[src/core/ncmo_pkg.sv]
// Package with constants and types for the NAND cached multi-page operation controller.
// Contract
// - Restart cached read when block changes; the controller only flags rsp_o.error and still sends 31h or 3Fh.
// - Same page bits, one block per district.
// - Multi read is 60h, addr, 60h, addr, 30h.
// - Hold write-protect high during multi read.
// - Result bits valid only with ready bits.
// - Step 64 pages, terminate with 80h-10h.
package ncmo_pkg;

  // ----------------------------------------------------------------
  // Commands
  // ----------------------------------------------------------------
  localparam logic [7:0] CMD_READ1      = 8'h00;
  localparam logic [7:0] CMD_READ2      = 8'h30;
  localparam logic [7:0] CMD_CACHE_RD   = 8'h31;
  localparam logic [7:0] CMD_CACHE_LAST = 8'h3F;
  localparam logic [7:0] CMD_MP_SETUP   = 8'h60;
  localparam logic [7:0] CMD_DATA_IN    = 8'h80;
  localparam logic [7:0] CMD_COL_CHG    = 8'h85;
  localparam logic [7:0] CMD_PROG       = 8'h10;
  localparam logic [7:0] CMD_MP_PROG    = 8'h11;
  localparam logic [7:0] CMD_CACHE_PROG = 8'h15;
  localparam logic [7:0] CMD_STATUS     = 8'h70;
  localparam logic [7:0] CMD_STATUS_MP  = 8'h71;
  localparam logic [7:0] CMD_RESET      = 8'hFF;

  // ----------------------------------------------------------------
  // Geometry and timing
  // ----------------------------------------------------------------
  localparam int          PAGES_PER_BLOCK  = 64;
  localparam int          DISTRICT_BLOCKS  = 512;
  localparam int          CLK_PERIOD_NS    = 25;
  localparam int          STROBE_LOW_NS    = 25;
  localparam int          STROBE_HIGH_NS   = 25;
  localparam int          STROBE_LOW_CYC   = (STROBE_LOW_NS + CLK_PERIOD_NS - 1) / CLK_PERIOD_NS;
  localparam int          STROBE_HIGH_CYC  = (STROBE_HIGH_NS + CLK_PERIOD_NS - 1) / CLK_PERIOD_NS;
  localparam int          BUSY_SETTLE_NS   = 100;
  localparam int          BUSY_SETTLE_CYC  = (BUSY_SETTLE_NS + CLK_PERIOD_NS - 1) / CLK_PERIOD_NS;
  localparam logic [3:0]  TIMER_RESET      = 4'h0;

  // ----------------------------------------------------------------
  // Status bit positions
  // ----------------------------------------------------------------
  localparam int ST_OVERALL  = 0;
  localparam int ST_D0_S1    = 1;
  localparam int ST_D1_S1    = 2;
  localparam int ST_D0_S2    = 3;
  localparam int ST_D1_S2    = 4;
  localparam int ST_READY    = 5;
  localparam int ST_CREADY   = 6;
  localparam int ST_NOT_WP   = 7;

  // ----------------------------------------------------------------
  // User operations
  // ----------------------------------------------------------------
  typedef enum logic [3:0] {
    NCMO_OP_READ,
    NCMO_OP_CACHE_NEXT,
    NCMO_OP_CACHE_LAST,
    NCMO_OP_MP_READ,
    NCMO_OP_PROG,
    NCMO_OP_CACHE_PROG,
    NCMO_OP_COL_CHG,
    NCMO_OP_STATUS,
    NCMO_OP_STATUS_MP,
    NCMO_OP_RESET,
    NCMO_OP_DATA_OUT,
    NCMO_OP_DATA_IN
  } ncmo_op_t;

  typedef struct packed {
    ncmo_op_t    op;
    logic [11:0] column;
    logic [15:0] page;
    logic [15:0] page2;
    logic [7:0]  data;
    logic        last;
  } ncmo_req_t;

  typedef struct packed {
    logic [7:0] data;
    logic       valid;
    logic       error;
  } ncmo_rsp_t;

  typedef struct packed {
    logic       cle;
    logic       ale;
    logic       ce_n;
    logic       we_n;
    logic       re_n;
    logic       wp_n;
  } ncmo_pins_t;

  // Splits a page address into its district bit.
  function automatic logic ncmo_district(input logic [15:0] page);
    return page[15];
  endfunction : ncmo_district

  // Checks that two page addresses form a legal district pair.
  function automatic logic ncmo_pair_ok(input logic [15:0] a, input logic [15:0] b);
    return (a[5:0] == b[5:0]) && (a[15] != b[15]);
  endfunction : ncmo_pair_ok

endpackage : ncmo_pkg

[src/core/ncmo_strobe.sv]
// Byte cycle engine that drives one latch or read strobe cycle on the flash pins.
`timescale 1ns/1ps
`default_nettype none
module ncmo_strobe
  import ncmo_pkg::*;
(
  input  wire logic       ref_clk_i,
  input  wire logic       reset_i,
  input  wire logic       go_i,
  input  wire logic       cle_i,
  input  wire logic       ale_i,
  input  wire logic       rd_i,
  input  wire logic [7:0] byte_i,
  input  wire logic [7:0] io_i,
  output logic            cle_o,
  output logic            ale_o,
  output logic            we_n_o,
  output logic            re_n_o,
  output logic [7:0]      io_o,
  output logic            io_oe_o,
  output logic [7:0]      rd_data_o,
  output logic            done_o
);

  // ----------------------------------------------------------------
  // Cycle sequencing
  // ----------------------------------------------------------------
  typedef enum logic [1:0] {S_IDLE, S_LOW, S_HIGH} ncmo_strobe_state_t;
  ncmo_strobe_state_t state_q;
  logic [3:0]         cnt_q;
  logic               rd_q;

  always_ff @(posedge ref_clk_i) begin
    if (reset_i) begin
      state_q <= S_IDLE;
      cnt_q   <= TIMER_RESET;
      rd_q    <= 1'b0;
      done_o  <= 1'b0;
    end else begin
      done_o <= 1'b0;
      unique case (state_q)
        S_IDLE: begin
          if (go_i) begin
            state_q <= S_LOW;
            cnt_q   <= 4'(STROBE_LOW_CYC - 1);
            rd_q    <= rd_i;
          end
        end
        S_LOW: begin
          if (cnt_q == 4'h0) begin
            state_q <= S_HIGH;
            cnt_q   <= 4'(STROBE_HIGH_CYC - 1);
          end else begin
            cnt_q <= cnt_q - 4'h1;
          end
        end
        S_HIGH: begin
          if (cnt_q == 4'h0) begin
            state_q <= S_IDLE;
            done_o  <= 1'b1;
          end else begin
            cnt_q <= cnt_q - 4'h1;
          end
        end
      endcase
    end
  end

  // ----------------------------------------------------------------
  // Pin drive
  // ----------------------------------------------------------------
  always_ff @(posedge ref_clk_i) begin
    if (reset_i) begin
      cle_o     <= 1'b0;
      ale_o     <= 1'b0;
      we_n_o    <= 1'b1;
      re_n_o    <= 1'b1;
      io_o      <= 8'h00;
      io_oe_o   <= 1'b0;
      rd_data_o <= 8'h00;
    end else begin
      if (state_q == S_IDLE && go_i) begin
        cle_o   <= cle_i;
        ale_o   <= ale_i;
        io_o    <= byte_i;
        io_oe_o <= !rd_i;
        we_n_o  <= rd_i;
        re_n_o  <= !rd_i;
      end else if (state_q == S_LOW && cnt_q == 4'h0) begin
        we_n_o <= 1'b1;
        re_n_o <= 1'b1;
      end else if (state_q == S_HIGH && cnt_q == 4'h0) begin
        cle_o   <= 1'b0;
        ale_o   <= 1'b0;
        io_oe_o <= 1'b0;
      end
      // Read data is taken while the registered pin strobe is still low.
      if (rd_q && state_q == S_HIGH && cnt_q == 4'(STROBE_HIGH_CYC - 1)) begin
        rd_data_o <= io_i;
      end
    end
  end

endmodule : ncmo_strobe
`default_nettype wire

[src/core/ncmo_ctrl.sv]
// Host controller that sequences cached and multi-page flash operations on the pins.
`timescale 1ns/1ps
`default_nettype none
module ncmo_ctrl
  import ncmo_pkg::*;
#(
  parameter int BUSY_TIMEOUT_CYC = 40000
) (
  input  wire logic        ref_clk_i,
  input  wire logic        reset_i,
  input  wire ncmo_req_t   req_i,
  input  wire logic        req_valid_i,
  output logic             req_ready_o,
  output ncmo_rsp_t        rsp_o,
  output logic             busy_o,
  input  wire logic        wp_allow_i,
  output ncmo_pins_t       pins_o,
  output logic [7:0]       io_o,
  output logic             io_oe_o,
  input  wire logic [7:0]  io_i,
  input  wire logic        ready_busy_n_i
);

  // ----------------------------------------------------------------
  // Sequencer state
  // ----------------------------------------------------------------
  typedef enum logic [2:0] {
    Q_IDLE, Q_ISSUE, Q_WAIT_STROBE, Q_SETTLE, Q_WAIT_READY, Q_DONE
  } ncmo_seq_state_t;

  ncmo_seq_state_t state_q;
  ncmo_req_t       req_q;
  logic [3:0]      step_q;
  logic [3:0]      nsteps_q;
  logic            wait_busy_q;
  logic            want_rd_q;
  logic [31:0]     timer_q;
  logic            go_q;
  logic            b_cle;
  logic            b_ale;
  logic            b_rd;
  logic [7:0]      b_byte;
  logic            s_done;
  logic [7:0]      s_rd_data;
  logic            s_cle;
  logic            s_ale;
  logic            s_we_n;
  logic            s_re_n;
  logic [7:0]      s_io;
  logic            s_io_oe;
  logic            dev_busy_q;
  logic [15:0]     rd_page_q;

  // Commands that the device takes while busy.
  function automatic logic busy_safe(input ncmo_op_t op);
    return op == NCMO_OP_STATUS || op == NCMO_OP_STATUS_MP || op == NCMO_OP_RESET;
  endfunction : busy_safe

  // Number of steps that an operation needs: its byte cycles, plus one busy-wait step for NCMO_OP_READ only.
  function automatic logic [3:0] op_steps(input ncmo_op_t op);
    unique case (op)
      NCMO_OP_READ:       return 4'd7;
      NCMO_OP_CACHE_NEXT: return 4'd1;
      NCMO_OP_CACHE_LAST: return 4'd1;
      NCMO_OP_MP_READ:    return 4'd11;
      NCMO_OP_PROG:       return 4'd5;
      NCMO_OP_CACHE_PROG: return 4'd5;
      NCMO_OP_COL_CHG:    return 4'd3;
      NCMO_OP_STATUS:     return 4'd2;
      NCMO_OP_STATUS_MP:  return 4'd2;
      NCMO_OP_RESET:      return 4'd1;
      NCMO_OP_DATA_OUT:   return 4'd1;
      NCMO_OP_DATA_IN:    return 4'd1;
      default:            return 4'd1;
    endcase
  endfunction : op_steps

  // Byte for one address cycle: column low, column high, page low, page high.
  function automatic logic [7:0] addr_byte(input logic [1:0] idx, input logic [11:0] col,
                                           input logic [15:0] pg);
    unique case (idx)
      2'd0: return col[7:0];
      2'd1: return {4'h0, col[11:8]};
      2'd2: return pg[7:0];
      2'd3: return pg[15:8];
    endcase
  endfunction : addr_byte

  // ----------------------------------------------------------------
  // Byte plan for the current step
  // ----------------------------------------------------------------
  always_comb begin
    b_cle  = 1'b0;
    b_ale  = 1'b0;
    b_rd   = 1'b0;
    b_byte = 8'h00;
    unique case (req_q.op)
      NCMO_OP_READ: begin
        b_cle  = (step_q == 4'd0) || (step_q == 4'd5);
        b_ale  = (step_q >= 4'd1) && (step_q <= 4'd4);
        b_byte = (step_q == 4'd0) ? CMD_READ1 :
                 (step_q == 4'd5) ? CMD_READ2 : addr_byte(2'(step_q - 4'd1), req_q.column, req_q.page);
        b_rd   = (step_q == 4'd6);
      end
      NCMO_OP_CACHE_NEXT: begin
        b_cle  = 1'b1;
        b_byte = CMD_CACHE_RD;
      end
      NCMO_OP_CACHE_LAST: begin
        b_cle  = 1'b1;
        b_byte = CMD_CACHE_LAST;
      end
      NCMO_OP_MP_READ: begin
        // Both districts are sent in the order given; either order is legal.
        b_cle = (step_q == 4'd0) || (step_q == 4'd5) || (step_q == 4'd10);
        b_ale = !b_cle;
        if (step_q == 4'd0 || step_q == 4'd5) begin
          b_byte = CMD_MP_SETUP;
        end else if (step_q == 4'd10) begin
          b_byte = CMD_READ2;
        end else if (step_q < 4'd5) begin
          b_byte = addr_byte(2'(step_q - 4'd1), req_q.column, req_q.page);
        end else begin
          b_byte = addr_byte(2'(step_q - 4'd6), req_q.column, req_q.page2);
        end
      end
      NCMO_OP_PROG, NCMO_OP_CACHE_PROG: begin
        b_cle  = (step_q == 4'd0);
        b_ale  = (step_q != 4'd0);
        b_byte = (step_q == 4'd0) ? CMD_DATA_IN : addr_byte(2'(step_q - 4'd1), req_q.column, req_q.page);
      end
      NCMO_OP_COL_CHG: begin
        b_cle  = (step_q == 4'd0);
        b_ale  = (step_q != 4'd0);
        b_byte = (step_q == 4'd0) ? CMD_COL_CHG : addr_byte(2'(step_q - 4'd1), req_q.column, req_q.page);
      end
      NCMO_OP_STATUS, NCMO_OP_STATUS_MP: begin
        b_cle  = (step_q == 4'd0);
        b_rd   = (step_q == 4'd1);
        b_byte = (req_q.op == NCMO_OP_STATUS_MP) ? CMD_STATUS_MP : CMD_STATUS;
      end
      NCMO_OP_RESET: begin
        b_cle  = 1'b1;
        b_byte = CMD_RESET;
      end
      NCMO_OP_DATA_OUT: begin
        b_rd = 1'b1;
      end
      NCMO_OP_DATA_IN: begin
        b_cle  = req_q.last;
        b_byte = req_q.last ? req_q.data : req_q.data;
      end
    endcase
  end

  // ----------------------------------------------------------------
  // Sequencer
  // ----------------------------------------------------------------
  always_ff @(posedge ref_clk_i) begin
    if (reset_i) begin
      state_q     <= Q_IDLE;
      req_q       <= '0;
      step_q      <= 4'h0;
      nsteps_q    <= 4'h0;
      wait_busy_q <= 1'b0;
      want_rd_q   <= 1'b0;
      timer_q     <= 32'h0;
      rd_page_q   <= 16'h0;
      go_q        <= 1'b0;
      req_ready_o <= 1'b0;
      rsp_o       <= '0;
      busy_o      <= 1'b0;
    end else begin
      go_q        <= 1'b0;
      rsp_o.valid <= 1'b0;
      req_ready_o <= (state_q == Q_IDLE) && !req_ready_o;
      unique case (state_q)
        Q_IDLE: begin
          busy_o <= 1'b0;
          // Commands other than status and reset wait for the device to be ready.
          if (req_valid_i && req_ready_o && (busy_safe(req_i.op) || ready_busy_n_i)) begin
            req_q    <= req_i;
            step_q   <= 4'h0;
            nsteps_q <= op_steps(req_i.op);
            busy_o   <= 1'b1;
            state_q  <= Q_ISSUE;
            rsp_o.error <= (req_i.op == NCMO_OP_MP_READ &&
                            !ncmo_pair_ok(req_i.page, req_i.page2)) ||
                           ((req_i.op == NCMO_OP_CACHE_NEXT || req_i.op == NCMO_OP_CACHE_LAST) &&
                            rd_page_q[5:0] == 6'(PAGES_PER_BLOCK - 1));
            if (req_i.op == NCMO_OP_READ || req_i.op == NCMO_OP_CACHE_NEXT) begin
              rd_page_q <= (req_i.op == NCMO_OP_READ) ? req_i.page : rd_page_q + 16'h1;
            end
            // Last data byte carries the closing 10h or 15h as a command.
            wait_busy_q <= (req_i.op == NCMO_OP_CACHE_NEXT) || (req_i.op == NCMO_OP_CACHE_LAST) ||
                           (req_i.op == NCMO_OP_READ) || (req_i.op == NCMO_OP_MP_READ) ||
                           (req_i.op == NCMO_OP_RESET) ||
                           (req_i.op == NCMO_OP_DATA_IN && req_i.last);
          end
        end
        Q_ISSUE: begin
          if (req_q.op == NCMO_OP_READ && step_q == 4'd6) begin
            state_q <= Q_SETTLE;
            timer_q <= 32'(BUSY_SETTLE_CYC);
          end else begin
            go_q      <= 1'b1;
            want_rd_q <= b_rd;
            state_q   <= Q_WAIT_STROBE;
          end
        end
        Q_WAIT_STROBE: begin
          if (s_done) begin
            step_q <= step_q + 4'h1;
            if (want_rd_q) begin
              rsp_o.data  <= s_rd_data;
              rsp_o.valid <= 1'b1;
              rsp_o.error <= rsp_o.error || (busy_safe(req_q.op) &&
                             s_rd_data[ST_READY] && s_rd_data[ST_OVERALL]);
            end
            if (step_q + 4'h1 >= nsteps_q) begin
              state_q <= wait_busy_q ? Q_SETTLE : Q_DONE;
              timer_q <= 32'(BUSY_SETTLE_CYC);
            end else begin
              state_q <= Q_ISSUE;
            end
          end
        end
        Q_SETTLE: begin
          timer_q <= timer_q - 32'h1;
          if (timer_q == 32'h0) begin
            state_q <= Q_WAIT_READY;
            timer_q <= 32'(BUSY_TIMEOUT_CYC);
          end
        end
        Q_WAIT_READY: begin
          timer_q <= timer_q - 32'h1;
          if (ready_busy_n_i || timer_q == 32'h0) begin
            rsp_o.error <= rsp_o.error || !ready_busy_n_i;
            state_q     <= Q_DONE;
          end
        end
        Q_DONE: begin
          busy_o  <= 1'b0;
          state_q <= Q_IDLE;
        end
        default: state_q <= Q_IDLE;
      endcase
    end
  end

  // ----------------------------------------------------------------
  // Device busy tracking and pin register
  // ----------------------------------------------------------------
  always_ff @(posedge ref_clk_i) begin
    if (reset_i) begin
      dev_busy_q <= 1'b0;
      pins_o     <= '{cle: 1'b0, ale: 1'b0, ce_n: 1'b1, we_n: 1'b1, re_n: 1'b1, wp_n: 1'b0};
    end else begin
      dev_busy_q  <= !ready_busy_n_i;
      pins_o.cle  <= s_cle;
      pins_o.ale  <= s_ale;
      pins_o.we_n <= s_we_n;
      pins_o.re_n <= s_re_n;
      pins_o.ce_n <= (state_q == Q_IDLE) && !dev_busy_q;
      pins_o.wp_n <= wp_allow_i || (state_q != Q_IDLE && req_q.op == NCMO_OP_MP_READ);
    end
  end

  always_ff @(posedge ref_clk_i) begin
    if (reset_i) begin
      io_o    <= 8'h00;
      io_oe_o <= 1'b0;
    end else begin
      io_o    <= s_io;
      io_oe_o <= s_io_oe;
    end
  end

  ncmo_strobe u_strobe (
    .ref_clk_i (ref_clk_i),
    .reset_i   (reset_i),
    .go_i      (go_q),
    .cle_i     (b_cle),
    .ale_i     (b_ale),
    .rd_i      (b_rd),
    .byte_i    (b_byte),
    .io_i      (io_i),
    .cle_o     (s_cle),
    .ale_o     (s_ale),
    .we_n_o    (s_we_n),
    .re_n_o    (s_re_n),
    .io_o      (s_io),
    .io_oe_o   (s_io_oe),
    .rd_data_o (s_rd_data),
    .done_o    (s_done)
  );

endmodule : ncmo_ctrl
`default_nettype wire

[config.mk]
export PLATFORM = sky130hd
export DESIGN_NAME = ncmo_ctrl
export DESIGN_NICKNAME = d
export VERILOG_FILES = /design/src/core/ncmo_pkg.sv /design/src/core/ncmo_strobe.sv /design/src/core/ncmo_ctrl.sv
export SDC_FILE = /design/constraint.sdc
export NUM_CORES = 1
export LEC_CHECK = 0
export BUFFER_PORTS_ARGS = -buffer_cell sky130_fd_sc_hd__clkbuf_2
export CORE_MARGIN = 2
export CORE_UTILIZATION = 25
export DETAILED_ROUTE_END_ITERATION = 6
export PLACE_DENSITY = 0.46
export SLEW_MARGIN = 20
export SYNTH_ARGS = -nofsm -noshare
export SYNTH_HDL_FRONTEND = slang
export SYNTH_SLANG_ARGS = --single-unit
export TNS_END_PERCENT = 10
[constraint.sdc]
create_clock -name ref_clk_i -period 3.4 [get_ports ref_clk_i]
set_clock_uncertainty 0.1 [all_clocks]
set_input_delay 0.34 -clock ref_clk_i [delete_from_list [all_inputs] [get_ports ref_clk_i]]
set_output_delay 0.34 -clock ref_clk_i [all_outputs]
set_load 0.005 [all_outputs]
Word-level counts from Yosys, hierarchy flattened. Memories as Yosys holds them, arrays and structs flattened. A register that Yosys moved wholly into a read port is not among the register bits. Cells that the tools add are included.

Memories kept: 1. ROM bits: 64. Register bits after elaboration: 172. Input port bits: 70. Memory bits (writable): 0. Latch bits: 0. Word-level logic and storage cells: 239.

Eq/ne operators: 50. Multiplexer cells: 56. $mul: 0. Bitwise gates (word level): 5. Shift operators: 0. Add/sub/neg operators: 6. Divide/modulo/power cells: 0. Reductions and logical operators: 79. $lt $le $gt $ge: 4.

Memory list: (no name shown) (depth 16, width 4, read ports 1, clocked after memory_dff 1, write ports 0, RTL line ncmo_ctrl.sv:61) `unique case (op)`.

Operator list (number): $mux 32 (4); $pmux 32 s4 (1); $pmux 8 s9 (1); $pmux 8 s4 (2); $mux 8 (7); $eq 4x4->1 const B (8); $logic_not 32->1 (1); $sub 32x1->32 const B (1); $eq 4x3->1 const B (7); $mux 4 (5); $logic_and 1x1->1 (18); $logic_or 1x1->1 (18); $mux 3 (6); $ne 2x2->1 const B (9); $add 16x1->16 const B (1); $eq 4x2->1 const B (4); $logic_not 4->1 (4); $mux 1 (16); $mux 16 (1); $pmux 3 s5 (1); $eq 4x1->1 const B (3); $pmux 4 s3 (1); $reduce_and 3->1 (4); $eq 2x2->1 const B (5); 35 further kinds (72).

Logic depth before layout (Yosys ltp).
Depth after elaboration: 9. Gate-level depth with buffers: 12. Gate-level depth less buffers: 9.

Modules after synthesis. Synthesis repeated with hierarchy kept, for this count alone.

Cell total of the unflattened synthesis: 1044. Area, all modules: 8164.1 um^2.

Modules (own cells, without submodules): ncmo_ctrl (area an instance 6906.6 um^2, sequential area each 2742.6 um^2, times used 1, cells each 898); ncmo_strobe (area an instance 1257.5 um^2, sequential area each 580.6 um^2, times used 1, cells each 146).

Worst setup path after synthesis. Ideal clock, no wire load.

Path type: reg2reg. From: register step_q[0]. To: register timer_q[18]. Slack: 457 ps. Arrival time: 2774 ps. Data required time: 3230 ps. Stages on the path, launching flop included: 12. Library setup time: 70 ps. Path through: dfxtp_1 > ha_1 > clkbuf_1 > xor2_1 > ha_1 > o21a_1 > nor2_1 > o31ai_1 > clkbuf_1 > o21ai_0 > or3_2 > a21oi_1.

Cells in the longest elaborated chain, start to end: 4. Elaborated cells between the ends (all ways): 7. Those cells by class: 1 x add/sub; 1 x order compare; 3 x eq/ne; 2 x reduce/logical.

Ends and longest elaborated chain: start, declared (RTL line ncmo_ctrl.sv:33) `logic [3:0] step_q;`; start signal, assigned (RTL line ncmo_ctrl.sv:213) `step_q <= step_q + 4'h1;`; $add 4x1->4 / $eq 4x3->1 (equally long branches) (RTL line ncmo_ctrl.sv:220, ncmo_ctrl.sv:202); $ge 4x4->1 / $logic_and 1x1->1 (equally long branches) (RTL line ncmo_ctrl.sv:220, ncmo_ctrl.sv:202); $ne 2x2->1 (no source line); $reduce_and 4->1 (no source line) (*); end signal, assigned (RTL line ncmo_ctrl.sv:222) `timer_q <= 32'(BUSY_SETTLE_CYC);`; end signal, assigned (RTL line ncmo_ctrl.sv:229) `timer_q <= timer_q - 32'h1;`; end signal, assigned (RTL line ncmo_ctrl.sv:232) `timer_q <= 32'(BUSY_TIMEOUT_CYC);`; end, declared (RTL line ncmo_ctrl.sv:37) `logic [31:0] timer_q;`.

Every way passes the cells marked *; elsewhere a longest branch is shown, timed or not. A chain may end at the register's enable or synchronous reset.

Final worst setup path.
From: register step_q[0]. To: register timer_q[1].

The elaborated chain is that of the path after synthesis.

==> flow_summary.yaml <==
setup_path:
  crit_path_start_kind: "flip-flop"
  crit_type: "flip-flop to flip-flop"
  cp.arrival_ns: 3.37
  crit_required_ns: 3.64
  worstSetupEndpointType: "flip-flop"
  crit_fanout: 26
floorplanning:
  ios: 97
  fp.dieH_um: 183
  die_x_um: 183
  coreArea_um2: 31600
  start_util_pct: 25.4
  dieArea_um2: 33600
  rows: 65
timing:
  tns_ns: 0
  fin_crit_sh_pct: 92.1
  rsz0062_at_grt: "false"
  fmax_mhz: 319
  setup_viol: 0
  min_period_ns: 3.13
  max-slew-margin-rel_pct: 44.1
  drv_slew: 0
  tightestPinTransition_ns: 0.827
  finalHoldViolCount: 0
synth:
  syn_area_per_cell_um2: 7.81
  synth_top_family_by_area: "simple AND/OR/NAND/NOR gates"
  ys_ff_latch: 166
  synth_area_leaders: "dfxtp_1 41%, nand2_1 8.6%, a21oi_1 7.4%"
  yosysWarnings: 0
  yosys.area_share.simple_pct: 24.6
  synthAdderAreaFrac_pct: 3.58
  synthMuxAreaShare_pct: 2.13
  synth_edf_count: 0
  synth_compound_area_share_pct: 20.1
  syn_area_um2: 8030
  synth_top_cell_area_share_pct: 41.4
  synth.distinct_cells: 64
  syn_nets: 1121
  seq_area_frac_synth_pct: 41.4
  synth_largest_area_cell: "dfxtp_1"
  synth_xor_area_share_pct: 3.16
  netlist_instances: 1028
  synth-async-reset-ratio_pct: 0
  ys.flop_type: "dfxtp_1"
worst_hold_path:
  min_path_type: "primary input to flip-flop"
clock_tree:
  clock_latency_ns: 0.43
  clock-root-buffer: "clkbuf_16"
  cts_hold_buf: 0
  cts-resized-gates: 0
  clock-sinks: 166
  numCtsBuffers: 17
  cts_tree: "done"
  clk_pin_slew_worst_paths_ns: 0.07
  cts_buffer_depth: 2
  htreeDepth: 4
  post_cts_buffers: 0
power:
  power.density_nw_per_um2: 476
  power.switching_uw: 1250
  p_seq_share_pct: 45.5
  power.internal_uw: 3270
  leakage_uw: 0.00363
  swShare_pct: 27.6
  p_comb_share_pct: 11.8
  clkPwrFrac_pct: 42.7
  max-vdd-ir-drop_v: 0.000346
grt:
  antenna_found_initial: 1
  grt_use_met2_pct: 21.9
  busiest_layer: "met2"
  grt_pass1_wl_um: 38300
  grt_use_met1_pct: 20.5
  grt_pass1_vias: 7037
  grt_max_degree: 76
  grt_usage_pct: 14.3
  grt_overflow: 0
  use_met3_pct: 2.76
placed_design:
  hpwl_um: 16800
  dpl.cell_count: 1485
  place.gp.congestion: 0.879
  portBuffers: 96
layout:
  multi_input_area_um2: 4310
  nFillCells: 3494
  final_nets: 1195
  final_cells: 1518
  drive_gt1_share_pct: 14.9
  seq_area_um2: 3320
  area_growth_syn_to_layout_pct: 18.2
drt:
  totalWireLength_um: 23800
  viasPerCell: 4.84
  drtPass1Iterations: 6
  route.detailed.drc: 0
  wl_per_cell_um: 15.6
  ant_nets: 0
  drtIter0Drc: 488
  via_count: 7341
run_status:
  outcome: "finished clean"
job:
  maxCapViolations: 0
-- cell usage in the layout (no fill, tap or decap), types with 5 or more instances in the layout --
cell        count
nand2_1       184
dfxtp_1       166
a21oi_1       118
nor2_1        104
clkbuf_2       95
o21ai_0        55
inv_1          27
nand3_1        27
nor3_1         26
buf_4          24
ha_1           23
xor2_1         21
nor2b_1        18
clkbuf_16      17
mux2i_1        16
o211ai_1       13
nand2b_1       12
nor4_1         11
a222oi_1       10
a31oi_1         9
xnor2_1         8
and2_1          7
or2_2           7
a22oi_1         7
o22ai_1         7
or3_1           6
nor3b_1         5
o21bai_1        5
and3_1          5
a211oi_1        5
clkinvlp_4      5
-- Yosys cell counts (3+ instances only) --
library cell,n
a31oi_1,9
nor2b_1,18
a22o_1,3
o31ai_1,5
a211oi_1,5
o32ai_1,3
nand2_1,184
a21oi_1,118
or4_1,4
buf_1,6
nand3_1,27
ha_1,23
and2_1,7
o21ai_0,55
or2_2,7
o2111ai_1,3
nand2b_1,12
nor3_1,26
mux2i_1,16
xor2_1,21
a222oi_1,10
or3_1,6
o22ai_1,7
nor4_1,11
a22oi_1,7
inv_1,27
a221o_1,3
nor2_1,104
xnor2_1,8
nand3b_1,3
and3_1,5
o221ai_1,4
dfxtp_1,166
a21boi_0,3
o211ai_1,13
nor3b_1,5
clkbuf_1,52
nand4_1,4
o21bai_1,5
-- power by group through the flow --
stage / combinational [uW] / sequential, uW / clock (uW)
after global placement: 532 / 2100 / 0
after floorplan: 363 / 2090 / 0
after CTS: 537 / 2060 / 1990
after global routing: 607 / 2070 / 2080
final: 534 / 2060 / 1930
after detailed placement: 533 / 2110 / 0
-- metrics by stage --
stage | hold slack (ns) | setup WS (ns) | instance area, um^2 | power (uW) | utilization [%]
2_1_floorplan | 0.295 | 0.457 | 8030 | 2450 | -
3_3_place_gp | 0.306 | 0.318 | 8920 | 2640 | 28.3
3_5_place_dp | 0.306 | 0.268 | 8920 | 2640 | 28.3
4_1_cts | 0.00704 | 0.248 | 9490 | 4590 | 30.1
5_1_grt | 0.0188 | 0.0120 | 9490 | 4750 | 30.1
6_report | 0.0243 | 0.268 | 9490 | 4520 | 30.1
-- worst paths after layout --
check	start	endpoint	slack (ns)	cells past startpoint
setup / recovery	step_q[0]$_SDFFE_PP0P_	timer_q[1]$_SDFFE_PP0P_	0.27	9
hold / removal	req_i[7]	req_q[7]$_SDFFE_PP0P_	0.02	3
hold reg to reg	dev_busy_q$_SDFF_PP0_	pins_o[3]$_SDFF_PP1_	0.31	1
setup reg to reg	step_q[0]$_SDFFE_PP0P_	timer_q[1]$_SDFFE_PP0P_	0.27	9
-- area by class of cell --
class	count	area share (%)
antenna	1	0.0264
clock buffer	20	4.81
clock inverter	12	1.25
inverter	27	1.07
multi-input combinational	770	45.4
sequential	166	35.0
tap	402	5.30
timing repair buffer	120	7.12
-- sequential cells by signal (all words and copies together), names as in the netlist, 4 cells and up --
signal	flops
u_strobe.cnt_q	4
rd_page_q	6
req_q	57
io_o	8
step_q	4
u_strobe.io_o	8
nsteps_q	4
rsp_o	10
pins_o	6
timer_q	32
u_strobe.rd_data_o	8
-- critical path, cell delays in order (launching register included) --
cell and delay (ns):
dfxtp_1 0.43, inv_1 0.16, ha_1 0.35, ha_1 0.28, a2111oi_0 0.39, buf_4 0.19
o31ai_2 0.10, or2_2 0.34, a31o_2 0.44, a211oi_1 0.26
-- per-layer routing --
metal / share of wire, % / vias up
li1: - / 3746
met1: 51 / 3423
met2: 43 / 159
met3: 4.3 / 13
met4: 0.91 / 0
met5: 0 / -
-- logic make-up (layout without fill, tap and decap cells) --
kind of cell	after synthesis	count (layout)
and+or+nand+nor	434	434
other	0	1
AOI/OAI and AO/OA	267	267
buffers and inverters	92	179
xor gates and xnor gates	29	29
adders and majority gates	23	23
DFF	166	166
muxes	17	17
No activity file was read; power rests on OpenSTA's default activity.
